--- config.mk ---
export PLATFORM = sky130hd
export DESIGN_NAME = scsm_top
export DESIGN_NICKNAME = d
export VERILOG_FILES = /design/src/design/scsm_pkg.sv /design/src/design/scsm_top.sv
export SDC_FILE = /design/constraint.sdc
export NUM_CORES = 1
export LEC_CHECK = 0
export BUFFER_PORTS_ARGS = -buffer_cell sky130_fd_sc_hd__buf_2
export CAP_MARGIN = 20
export CELL_PAD_IN_SITES_DETAIL_PLACEMENT = 0
export CELL_PAD_IN_SITES_GLOBAL_PLACEMENT = 1
export CORE_ASPECT_RATIO = 1.4
export CORE_UTILIZATION = 45
export DETAILED_ROUTE_END_ITERATION = 16
export GPL_ROUTABILITY_DRIVEN = 0
export PLACE_DENSITY = 0.81
export SLEW_MARGIN = 20
export SYNTH_ARGS = -nofsm -noshare
export SYNTH_HDL_FRONTEND = slang
export SYNTH_SLANG_ARGS = --single-unit
--- constraint.sdc ---
create_clock -name clk -period 10.06 [get_ports clk]
set_input_delay 1.006 -clock clk [delete_from_list [all_inputs] [get_ports clk]]
set_output_delay 1.006 -clock clk [all_outputs]
set_load 0.02 [all_outputs]
--- src/design/scsm_pkg.sv ---
// Purpose: shared constants and types of the smart card serial unit
// Assumes: classic wishbone slave, 8-bit registers in word slots
// Notes:   bit positions match the register layouts used by software
`default_nettype none
package scsm_pkg;
    // baud generator and frame timing
    localparam int         BRG_DIV     = 1488;      // clk per bit = 1488*2^(2n-1)*(N+1)
    localparam int         ETU_BASE    = 372;       // base clocks per bit
    localparam logic [8:0] ETU_LAST    = 9'(ETU_BASE - 1);
    localparam logic [8:0] SAMPLE_TICK = 9'h0b9;    // 186th base clock, zero based
    localparam logic [3:0] ETU_PAR     = 4'h9;      // parity bit slot
    localparam logic [3:0] ETU_REL     = 4'ha;      // line released / error signal start
    localparam logic [3:0] ETU_CHK     = 4'hb;      // error signal sampled / ended
    localparam logic [3:0] ETU_END     = 4'hc;      // frame done when no error
    localparam logic [3:0] ETU_RETRY   = 4'hd;      // retransmit start, 2 bits after check
    // register byte addresses
    localparam logic [4:0] A_MODE  = 5'h00;
    localparam logic [4:0] A_RATE  = 5'h04;
    localparam logic [4:0] A_CTRL  = 5'h08;
    localparam logic [4:0] A_TXD   = 5'h0c;
    localparam logic [4:0] A_STAT  = 5'h10;
    localparam logic [4:0] A_RXD   = 5'h14;
    localparam logic [4:0] A_SCMR  = 5'h18;
    localparam logic [4:0] A_PORT  = 5'h1c;
    // field positions
    localparam int B_CA = 7, B_ODD = 4;             // mode
    localparam int B_TIE = 7, B_RIE = 6, B_TE = 5, B_RX_ON = 4, B_CLOCK_LEVEL_SELECT = 1, B_CLOCK_OUTPUT_ENABLE = 0;
    localparam int B_TX_BUF_EMPTY_FLAG = 7, B_RX_BUF_FULL_FLAG = 6, B_OVERRUN_FLAG = 5, B_ERS = 4, B_PER = 3, B_TX_DONE_FLAG = 2;
    localparam int B_BIT_ORDER_SELECT = 3, B_DATA_INVERT = 2, B_SMART_CARD_SELECT = 0;
    // writable masks and reset values
    localparam logic [7:0] M_MODE = 8'h93;
    localparam logic [7:0] M_CTRL = 8'hf3;
    localparam logic [7:0] M_STAT = 8'hfc;
    localparam logic [7:0] M_SCMR = 8'h0d;
    localparam logic [7:0] M_PORT = 8'h03;
    localparam logic [7:0] R_RATE = 8'hff;
    localparam logic [7:0] R_STAT = 8'h84;
    // sequencer states
    typedef enum logic [0:0] {TX_IDLE = 1'b0, TX_RUN = 1'b1} scsm_tx_e;
    typedef enum logic [1:0] {RX_IDLE = 2'b00, RX_RUN = 2'b01, RX_ESIG = 2'b10} scsm_rx_e;
    // bus and pin carriers
    typedef struct packed {
        logic        cyc;
        logic        stb;
        logic        we;
        logic [4:0]  adr;
        logic [3:0]  sel;
        logic [31:0] dat;
    } scsm_wb_req_s;
    typedef struct packed {
        logic        ack;
        logic [31:0] dat;
    } scsm_wb_rsp_s;
    typedef struct packed {
        logic txd_o;
        logic txd_oe;
        logic sck_o;
        logic sck_oe;
        logic serial_sel;
    } scsm_pins_s;
    typedef struct packed {
        logic tx_irq;
        logic rx_irq;
        logic err_irq;
        logic tx_end_irq;
    } scsm_irq_s;
    // complete state of the unit
    typedef struct packed {
        scsm_wb_rsp_s rsp;
        logic [7:0]   mode, rate, ctrl, tdr, stat, rdr, scmr, port, seen;
        logic [14:0]  div;
        logic         sck;
        scsm_tx_e     tx_st;
        logic [8:0]   tx_tick;
        logic [3:0]   tx_etu;
        logic [9:0]   tx_sh;
        logic         tx_oe, tx_err;
        scsm_rx_e     rx_st;
        logic [8:0]   rx_tick;
        logic [3:0]   rx_etu;
        logic [9:0]   rx_sh;
        logic         rx_oe, rx_prev;
        scsm_pins_s   pins;
    } scsm_state_s;
endpackage : scsm_pkg
`default_nettype wire

--- src/design/scsm_top.sv ---
// Purpose: smart card mode of an asynchronous serial unit
// Assumes: txd and rxd tied to one pulled-up line outside; rxd_i synchronous
// Notes:   one state struct, two comb blocks, one flop block
// Behaviour
// - bit rate from clock, 1488, N, n
// - fastest rate at N zero, n zero
// - clock pin runs at 372 times rate
// - setting 1,0,0,0 gives port pin
// - fixed low/high level, or serial clock
// - clock enable acts at once, can cut a pulse short
// - smart card select makes pins serial, high-z
// - clearing buffer-empty starts frame, clears done
// - done flag plus mask requests tx_irq
// - returned error sets flag, err_irq
// - full flag plus mask requests rx_irq
// - overrun or parity error requests err_irq
// - parity error byte still stored
// - transmit end interrupt never raised
// - error signal triggers retransmit after 2 bits
// - receive syncs on start, samples 186th
`default_nettype none
module scsm_top (
    // clock and reset
    input  wire logic                  clk,
    input  wire logic                  rst_b,
    // register bus
    input  wire scsm_pkg::scsm_wb_req_s wb_req,
    output var  scsm_pkg::scsm_wb_rsp_s wb_rsp,
    // card line and clock pin
    input  wire logic                  rxd_i,
    output var  scsm_pkg::scsm_pins_s   pins,
    // interrupt requests
    output logic [3:0]                 irq
);
    import scsm_pkg::*;

    scsm_state_s s_r;   // registered state
    scsm_state_s s_nxt; // next state

    // bit reversal for most-significant-first cards
    function automatic logic [7:0] rev8(input logic [7:0] d);
        logic [7:0] r;
        r = 8'h00;
        for (int i = 0; i < 8; i++) begin
            r[i] = d[7-i];
        end
        return r;
    endfunction

    // data convention; its own inverse, so used both ways
    function automatic logic [7:0] conv(input logic [7:0] d, input logic bit_order_select,
                                        input logic data_invert);
        logic [7:0] v;
        v = data_invert ? ~d : d;
        return bit_order_select ? rev8(v) : v;
    endfunction

    // half period of the base clock in clk cycles
    function automatic logic [14:0] half_len(input logic [7:0] n, input logic [1:0] cks);
        logic [14:0] b;
        b = {7'h00, n} + 15'h0001;
        return b << {cks, 1'b0};
    endfunction

    // interrupt requests straight from flags and masks
    scsm_irq_s irq_s;
    always_comb begin
        irq_s.tx_irq     = s_r.ctrl[B_TIE] & s_r.stat[B_TX_DONE_FLAG];
        irq_s.rx_irq     = s_r.ctrl[B_RIE] & s_r.stat[B_RX_BUF_FULL_FLAG];
        irq_s.err_irq    = s_r.ctrl[B_RIE] & (s_r.stat[B_ERS] | s_r.stat[B_PER]
                                              | s_r.stat[B_OVERRUN_FLAG]);
        irq_s.tx_end_irq = 1'b0;
        irq = irq_s;
    end

    assign wb_rsp = s_r.rsp;
    assign pins   = s_r.pins;

    // all next-state logic
    always_comb begin
        logic       hit;
        logic       wr;
        logic [7:0] d;
        logic [7:0] rv;
        logic [7:0] clr;
        logic       base;
        logic       smart_card_select;
        logic [7:0] byte_v;
        logic       perr;
        hit    = wb_req.cyc & wb_req.stb;
        wr     = hit & s_r.rsp.ack & wb_req.we & wb_req.sel[0];
        d      = wb_req.dat[7:0];
        rv     = 8'h00;
        clr    = 8'h00;
        base   = 1'b0;
        smart_card_select   = s_r.scmr[B_SMART_CARD_SELECT];
        byte_v = 8'h00;
        perr   = 1'b0;
        s_nxt  = s_r;

        // read mux; unmapped addresses read zero
        case (wb_req.adr)
            A_MODE:  rv = s_r.mode;
            A_RATE:  rv = s_r.rate;
            A_CTRL:  rv = s_r.ctrl;
            A_TXD:   rv = s_r.tdr;
            A_STAT:  rv = s_r.stat;
            A_RXD:   rv = s_r.rdr;
            A_SCMR:  rv = s_r.scmr;
            A_PORT:  rv = s_r.port;
            default: rv = 8'h00;
        endcase

        // one wait state: ack and data one edge after the request
        s_nxt.rsp.ack = hit & ~s_r.rsp.ack;
        if (hit & ~s_r.rsp.ack) begin
            s_nxt.rsp.dat = {24'h000000, rv};
            if (~wb_req.we && wb_req.adr == A_STAT) begin
                s_nxt.seen = s_r.stat & M_STAT; // arm clear for flags seen as 1
            end
        end

        // register writes land at the acknowledging edge
        if (wr) begin
            case (wb_req.adr)
                A_MODE:  s_nxt.mode = d & M_MODE;
                A_RATE:  s_nxt.rate = d;
                A_CTRL:  s_nxt.ctrl = d & M_CTRL;
                A_TXD:   s_nxt.tdr  = d;
                A_STAT: begin
                    clr         = s_r.seen & ~d & M_STAT;
                    s_nxt.stat  = s_r.stat & ~clr;
                    s_nxt.seen  = s_r.seen & ~clr;
                end
                A_SCMR:  s_nxt.scmr = d & M_SCMR;
                A_PORT:  s_nxt.port = d & M_PORT;
                default: s_nxt.mode = s_r.mode;
            endcase
        end

        // baud generator runs free; stopping the pin acts at once and can cut a pulse short
        if (s_r.div >= half_len(s_r.rate, s_r.mode[1:0]) - 15'h0001) begin
            s_nxt.div = 15'h0000;
            s_nxt.sck = ~s_r.sck;
            base      = ~s_r.sck;      // one base clock per full sck period
        end else begin
            s_nxt.div = s_r.div + 15'h0001;
        end

        // transmitter; hardware sets below override software clears above
        case (s_r.tx_st)
            TX_IDLE: begin
                s_nxt.tx_oe = 1'b0;
                if (s_r.ctrl[B_TE] & smart_card_select & ~s_r.stat[B_TX_BUF_EMPTY_FLAG]) begin
                    byte_v           = conv(s_r.tdr, s_r.scmr[B_BIT_ORDER_SELECT], s_r.scmr[B_DATA_INVERT]);
                    s_nxt.tx_sh      = {^byte_v ^ s_r.mode[B_ODD], byte_v, 1'b0};
                    s_nxt.stat[B_TX_BUF_EMPTY_FLAG] = 1'b1;
                    s_nxt.stat[B_TX_DONE_FLAG] = 1'b0;
                    s_nxt.tx_st      = TX_RUN;
                    s_nxt.tx_tick    = 9'h000;
                    s_nxt.tx_etu     = 4'h0;
                    s_nxt.tx_oe      = 1'b1;
                    s_nxt.tx_err     = 1'b0;
                end
            end
            TX_RUN: begin
                if (base) begin
                    if (s_r.tx_tick == ETU_LAST) begin
                        s_nxt.tx_tick = 9'h000;
                        s_nxt.tx_etu  = s_r.tx_etu + 4'h1;
                        case (s_r.tx_etu + 4'h1)
                            ETU_REL: s_nxt.tx_oe = 1'b0;    // back to high-z
                            ETU_CHK: begin
                                s_nxt.tx_err = ~rxd_i;      // card pulls low on error
                                if (~rxd_i) begin
                                    s_nxt.stat[B_ERS] = 1'b1;
                                end
                            end
                            ETU_END: begin
                                if (~s_r.tx_err) begin
                                    s_nxt.stat[B_TX_DONE_FLAG] = 1'b1;
                                    s_nxt.tx_st        = TX_IDLE;
                                end
                            end
                            ETU_RETRY: begin
                                s_nxt.tx_etu = 4'h0;        // same byte again
                                s_nxt.tx_oe  = 1'b1;
                                s_nxt.tx_err = 1'b0;
                            end
                            default: s_nxt.tx_err = s_r.tx_err;
                        endcase
                    end else begin
                        s_nxt.tx_tick = s_r.tx_tick + 9'h001;
                    end
                end
            end
            default: s_nxt.tx_st = TX_IDLE;
        endcase
        if (~s_r.ctrl[B_TE] | ~smart_card_select) begin
            s_nxt.tx_st = TX_IDLE;     // disabling aborts a frame in flight
            s_nxt.tx_oe = 1'b0;
        end

        // receiver
        s_nxt.rx_prev = rxd_i;
        case (s_r.rx_st)
            RX_IDLE: begin
                s_nxt.rx_oe = 1'b0;
                if (s_r.ctrl[B_RX_ON] & smart_card_select & s_r.rx_prev & ~rxd_i) begin
                    s_nxt.rx_st   = RX_RUN;
                    s_nxt.rx_tick = 9'h000;
                    s_nxt.rx_etu  = 4'h0;
                end
            end
            RX_RUN, RX_ESIG: begin
                if (base && s_r.rx_tick == SAMPLE_TICK) begin
                    if (s_r.rx_st == RX_RUN) begin
                        s_nxt.rx_sh[s_r.rx_etu] = rxd_i;
                        if (s_r.rx_etu == 4'h0 && rxd_i) begin
                            s_nxt.rx_st = RX_IDLE;  // glitch, not a start bit
                        end
                        if (s_r.rx_etu == ETU_PAR) begin
                            perr   = ^{rxd_i, s_r.rx_sh[8:1]} ^ s_r.mode[B_ODD];
                            byte_v = conv(s_r.rx_sh[8:1], s_r.scmr[B_BIT_ORDER_SELECT],
                                          s_r.scmr[B_DATA_INVERT]);
                            if (s_r.stat[B_RX_BUF_FULL_FLAG]) begin
                                s_nxt.stat[B_OVERRUN_FLAG] = 1'b1;   // old byte kept
                            end else begin
                                s_nxt.rdr = byte_v;          // stored even on error
                                if (perr) begin
                                    s_nxt.stat[B_PER] = 1'b1;
                                end else begin
                                    s_nxt.stat[B_RX_BUF_FULL_FLAG] = 1'b1;
                                end
                            end
                            s_nxt.rx_st = perr ? RX_ESIG : RX_IDLE;
                        end
                    end else begin
                        // error signal low from 10.5 to 11.5 bits
                        if (s_r.rx_etu == ETU_REL) begin
                            s_nxt.rx_oe = 1'b1;
                        end
                        if (s_r.rx_etu == ETU_CHK) begin
                            s_nxt.rx_oe = 1'b0;
                            s_nxt.rx_st = RX_IDLE;
                        end
                    end
                end
                if (base) begin
                    if (s_r.rx_tick == ETU_LAST) begin
                        s_nxt.rx_tick = 9'h000;
                        s_nxt.rx_etu  = s_r.rx_etu + 4'h1;
                    end else begin
                        s_nxt.rx_tick = s_r.rx_tick + 9'h001;
                    end
                end
            end
            default: s_nxt.rx_st = RX_IDLE;
        endcase
        if (~s_r.ctrl[B_RX_ON] | ~smart_card_select) begin
            s_nxt.rx_st = RX_IDLE;
            s_nxt.rx_oe = 1'b0;
        end

        // data pin: high-z unless a frame bit or error signal is driven
        s_nxt.pins.serial_sel = s_nxt.scmr[B_SMART_CARD_SELECT];
        s_nxt.pins.txd_oe     = s_nxt.scmr[B_SMART_CARD_SELECT] & (s_nxt.tx_oe | s_nxt.rx_oe);
        s_nxt.pins.txd_o      = ~s_nxt.rx_oe & (s_nxt.tx_etu > ETU_PAR ? 1'b1
                                                : s_nxt.tx_sh[s_nxt.tx_etu]);

        // clock pin chosen from the next register values, so it changes at the same edge as the registers
        if (s_nxt.scmr[B_SMART_CARD_SELECT] & s_nxt.ctrl[B_CLOCK_OUTPUT_ENABLE]) begin
            s_nxt.pins.sck_o  = s_nxt.sck;
            s_nxt.pins.sck_oe = 1'b1;
        end else if (s_nxt.scmr[B_SMART_CARD_SELECT] & s_nxt.mode[B_CA]) begin
            s_nxt.pins.sck_o  = s_nxt.ctrl[B_CLOCK_LEVEL_SELECT];
            s_nxt.pins.sck_oe = 1'b1;
        end else begin
            s_nxt.pins.sck_o  = s_nxt.port[0];
            s_nxt.pins.sck_oe = s_nxt.port[1];
        end
    end

    // single state register
    always_ff @(posedge clk or negedge rst_b) begin
        if (!rst_b) begin
            s_r      <= '0;
            s_r.rate <= R_RATE;
            s_r.stat <= R_STAT;
            s_r.tx_sh <= 10'h3ff;
            s_r.pins.txd_o <= 1'b1;
        end else begin
            s_r <= s_nxt;
        end
    end

endmodule // scsm_top
`default_nettype wire

After elaboration in Yosys (flattened, before gate mapping)
Index checks and enable logic that the tools add are counted.
{ "op_classes": {"addsub": 7, "order_cmp": 5, "n_eq_ne": 30, "shifts": 1, "mux": 90, "n_bitwise": 42, "reduce_logical": 24} }
{ "op_table": {"columns": ["op", "count"], "rows": [
  ["$mux 8", 12],
  ["$pmux 8 s8", 1],
  ["$mux 40", 1],
  ["$mux 1", 37],
  ["$mux 2", 16],
  ["$not 8->8", 4],
  ["$mux 15", 2],
  ["$eq 4x4->1 const B", 7],
  ["$pmux 14 s2", 1],
  ["$mux 26", 1],
  ["$pmux 13 s2", 1],
  ["$and 8x8->8", 3],
  ["$eq 5x5->1 const B", 4],
  ["$add 9x1->9 const B", 2],
  ["$eq 9x9->1 const B", 2],
  ["$mux 9", 2],
  ["$and 1x1->1", 17],
  ["$mux 17", 1],
  ["$add 15x1->15 const B", 1],
  ["$ge 15x15->1", 1],
  ["$shl 9x3->15", 1],
  ["$sub 15x1->15 const B", 1],
  ["$mux 14", 1],
  ["$reduce_and 2->1", 7],
  ["other kinds (38)", 73]
]} }
{ "totals": {"ff_bits": 137, "input_bits": 47, "output_inout_bits": 42, "word_cells": 232} }

Longest topological paths before layout
{ "depth": {"depth_word": 12, "ltp_mapped": 25} }

Worst setup path before layout
Ideal clock, no wire load.
{ "synth_path": {"kind": "register -> register", "startpoint": "register s_r[131] (netlist name)", "endpoint": "register pins[4] (netlist name)", "arrival_time_ps": 5193, "slack_ps": 4807, "path_stages_with_launch": 23, "n_path_buf": 1, "path_cell_list": "dfstp_2 ha_1 and2_2 nor2_1 o21ai_1 o2bb2ai_1 or3_1 buf_6 nor4b_4 xor2_1 ha_1 a21o_1 a21o_1 a221o_1 or2_2 ha_1 and2_1 nand3_1 nand2_1 mux2i_1 mux2_2 mux2i_1 o211a_1"} }
{ "synth_lines": {"columns": ["item", "line", "rtl"], "rows": [
  ["start: declaration", "scsm_top.sv:37", "scsm_state_s s_r;"],
  ["start signal: assignment", "scsm_top.sv:293", "s_r <= s_nxt;"]
]} }

==> impl_metrics.json <==
{
  "cts-root-buf": "clkbuf_16",
  "drc": 0,
  "ios": 89,
  "rsz0062_at_grt": "false",
  "numPortBuffers": 36,
  "grt_pass1_vias": 6127,
  "yosysSeqAreaShare_pct": 39.35,
  "ant_nets": 0,
  "final_nets": 940,
  "syn2layout_area_growth_pct": 8.835,
  "worst_ep_required_time_ns": 10.42,
  "total_power_mw": 1.350,
  "dr.pass1.iters": 8,
  "drive_above_1_share_pct": 19.52,
  "vias_per_cell": 5.578,
  "design_area_um2": 9140,
  "antenna_cells": 0,
  "ys_seq_elements": 131,
  "die_h_um": 163.6,
  "status": "finished, final reports clean",
  "wl_per_cell_um": 17.36,
  "syn_avg_cell_area_um2": 9.915,
  "cp-start-kind": "register",
  "ctsHoldBuffers": 0,
  "yosys_most_used_dff": "dfrtp_1",
  "postCtsResizedCells": 0,
  "dp_cells": 1079,
  "path_max_fanout": 16,
  "power_density_nw_per_um2": 147.7,
  "cts_buffers": 17,
  "track_usage_pct": 20.74,
  "min_path_type": "register to register",
  "finClkSkew_ns": 0.008242,
  "dieArea_um2": 19220,
  "hold_viol_final": 0,
  "antenna_found_initial": 0,
  "tightest_slew_ns": 1.070,
  "path_clk_slew_ns": 0.06,
  "fmax_ghz": 0.1547,
  "start_util_pct": 46.29,
  "cts_tree": "yes",
  "via_count": 6197,
  "cp-end-kind": "register",
  "final_common_cell": "dfrtp_1",
  "die_w_um": 117.5,
  "cts_setup_buffers": 0,
  "synth_area_um2": 8398,
  "p_leak_nw": 4.082,
  "pwr-share-comb_pct": 11.2,
  "arrival_ns": 6.83,
  "reg2regPathDepth": 21,
  "synth_edf_count": 0,
  "nFillCells": 1673,
  "ys_types": 79,
  "path_class": "register to register",
  "drv_slew": 0,
  "syn_inst": 847,
  "dp_hpwl_um": 14220,
  "grt_max_degree": 77,
  "core_um2": 18140,
  "ys_async_sr_fraction_pct": 100.0,
  "hold_path_depth": 1,
  "grt_overflow": 0,
  "p_sw_uw": 341.5,
  "fin_crit_ns": 6.465,
  "setup_violations": 0,
  "cts.sinks": 131,
  "cap_violations": 0,
  "clock_path_buffers": 2,
  "finalNonFillerCells": 1111,
  "clk_latency_ns": 0.42,
  "totalWireLength_um": 19290,
  "htreeDepth": 4,
  "seqPwrFrac_pct": 43.0,
  "clkPwrFrac_pct": 45.8,
  "post-route-period-util_pct": 64.27,
  "yosysWarnings": 0,
  "dr.first_iter.drc_count": 289,
  "vdd_ir_drop_max_uv": 86.59,
  "intPower_mw": 1.008,
  "fin_setup_tns_ns": 0,
  "final_cell_mix": "dfrtp_1, nand2_1, nor2_1",
  "final_core_util_pct": 50.38,
  "row_count": 58,
  "swShare_pct": 25.30,
  "grt_pass1_wl_um": 31180,
  "slew_headroom_pct": 28.08,
  "dpl_cell_area_um2": 8551
}
## per-layer routing
| metal | wire, um | track usage, % | part of all wire (%) |
|---|---|---|---|
| met1 | 7851 | 22.93 | 41 |
| met2 | 10480 | 39.91 | 54 |
| met3 | 563 | 3.317 | 2.9 |
| met4 | 397 | 7.168 | 2.1 |
| met5 | 0 | 0 | 0 |
## sequential cells by signal, indices dropped and copies added, names as in the netlist
| signal | flops |
|---|---|
| pins | 4 |
| s_r | 118 |
| wb_rsp | 9 |
## kinds of logic after synthesis
group	count (synthesis)	synth area share (%)
buf+inv	101	6.660
simple gates	278	17.61
xor+xnor	69	7.285
mux	91	11.92
fa+ha+maj	35	5.215
compound gates	141	11.92
flops	131	39.35
other cells	1	0.04465
## worst max-delay path, cell delays in order, from the launching register on
cell,delay [ns]
dfstp_2,0.65
ha_1,0.27
and2_2,0.22
nor2_1,0.06
o21ai_1,0.40
o2bb2ai_1,0.20
or3_1,0.49
nor4b_4,0.34
xor2_1,0.18
ha_1,0.26
a21o_1,0.19
a21o_1,0.17
a221o_1,0.56
or2_2,0.37
ha_1,0.29
and2_1,0.24
nand3_1,0.19
nand2_1,0.22
mux2i_1,0.41
mux2_2,0.39
mux2i_1,0.13
o211a_1,0.17
## power groups by stage
stage	sequential [mW]	combinational, mW	clock [mW]
floorplan	0.578	0.118	0
global placement	0.588	0.146	0
detailed placement	0.589	0.151	0
CTS	0.580	0.152	0.632
global route	0.583	0.174	0.655
finish	0.580	0.151	0.618
## worst paths after layout
kind,slack [ns],from,end
setup / recovery,3.59,s_r[130],pins[4]
hold / removal,0.47,wb_rsp[4],wb_rsp[4]
setup reg to reg,3.59,s_r[130],pins[4]
hold reg to reg,0.47,wb_rsp[4],wb_rsp[4]
max in group asynchronous,8.15,rst_b,s_r[20]
min in group asynchronous,0.52,rst_b,s_r[71]
## cell usage after synthesis, types with 5 or more instances
master | count | area (um^2)
dfrtp_1 | 110 | 2753
nand2_1 | 67 | 251.5
nor2_1 | 55 | 206.5
mux2_2 | 54 | 608.1
xnor2_1 | 46 | 402.9
buf_4 | 39 | 292.8
ha_1 | 35 | 437.9
nand3_1 | 35 | 175.2
mux2i_1 | 33 | 330.3
o21ai_0 | 31 | 155.2
inv_1 | 30 | 112.6
nor3_1 | 24 | 120.1
xor2_1 | 22 | 192.7
a21oi_1 | 21 | 105.1
dfstp_2 | 21 | 551.8
a21o_1 | 17 | 127.6
clkbuf_1 | 17 | 63.81
and3_1 | 12 | 75.07
nand4_1 | 11 | 68.82
a22o_1 | 10 | 87.58
nor2b_1 | 10 | 62.56
buf_2 | 9 | 45.04
and2_1 | 8 | 50.05
or3_1 | 8 | 50.05
nand2b_1 | 7 | 43.79
nand3b_1 | 7 | 52.55
a222oi_1 | 6 | 60.06
a22oi_1 | 6 | 45.04
nor3b_1 | 6 | 45.04
a31oi_1 | 5 | 31.28
## final cells by class
| type | instances | area [um^2] | share of cell area [%] |
|---|---|---|---|
| repair buffers | 39 | 209.0 | 2.286 |
| well taps | 240 | 300.3 | 3.285 |
| clock inverters | 10 | 135.1 | 1.478 |
| flip-flops and latches | 131 | 3304 | 36.15 |
| clock buffers | 22 | 454.2 | 4.969 |
| multi-input cells | 639 | 4624 | 50.60 |
| inverters | 30 | 112.6 | 1.232 |
## metrics by stage
step           hold slack [ns]  setup slack, ns
2_1_floorplan           0.4408            4.807
4_1_cts                 0.4737            3.581
6_report                0.4706            3.595
5_1_grt                 0.4833            3.176
3_5_place_dp            0.4614            3.591
3_3_place_gp            0.4575            3.619
Power figures use the tool's default switching activity.
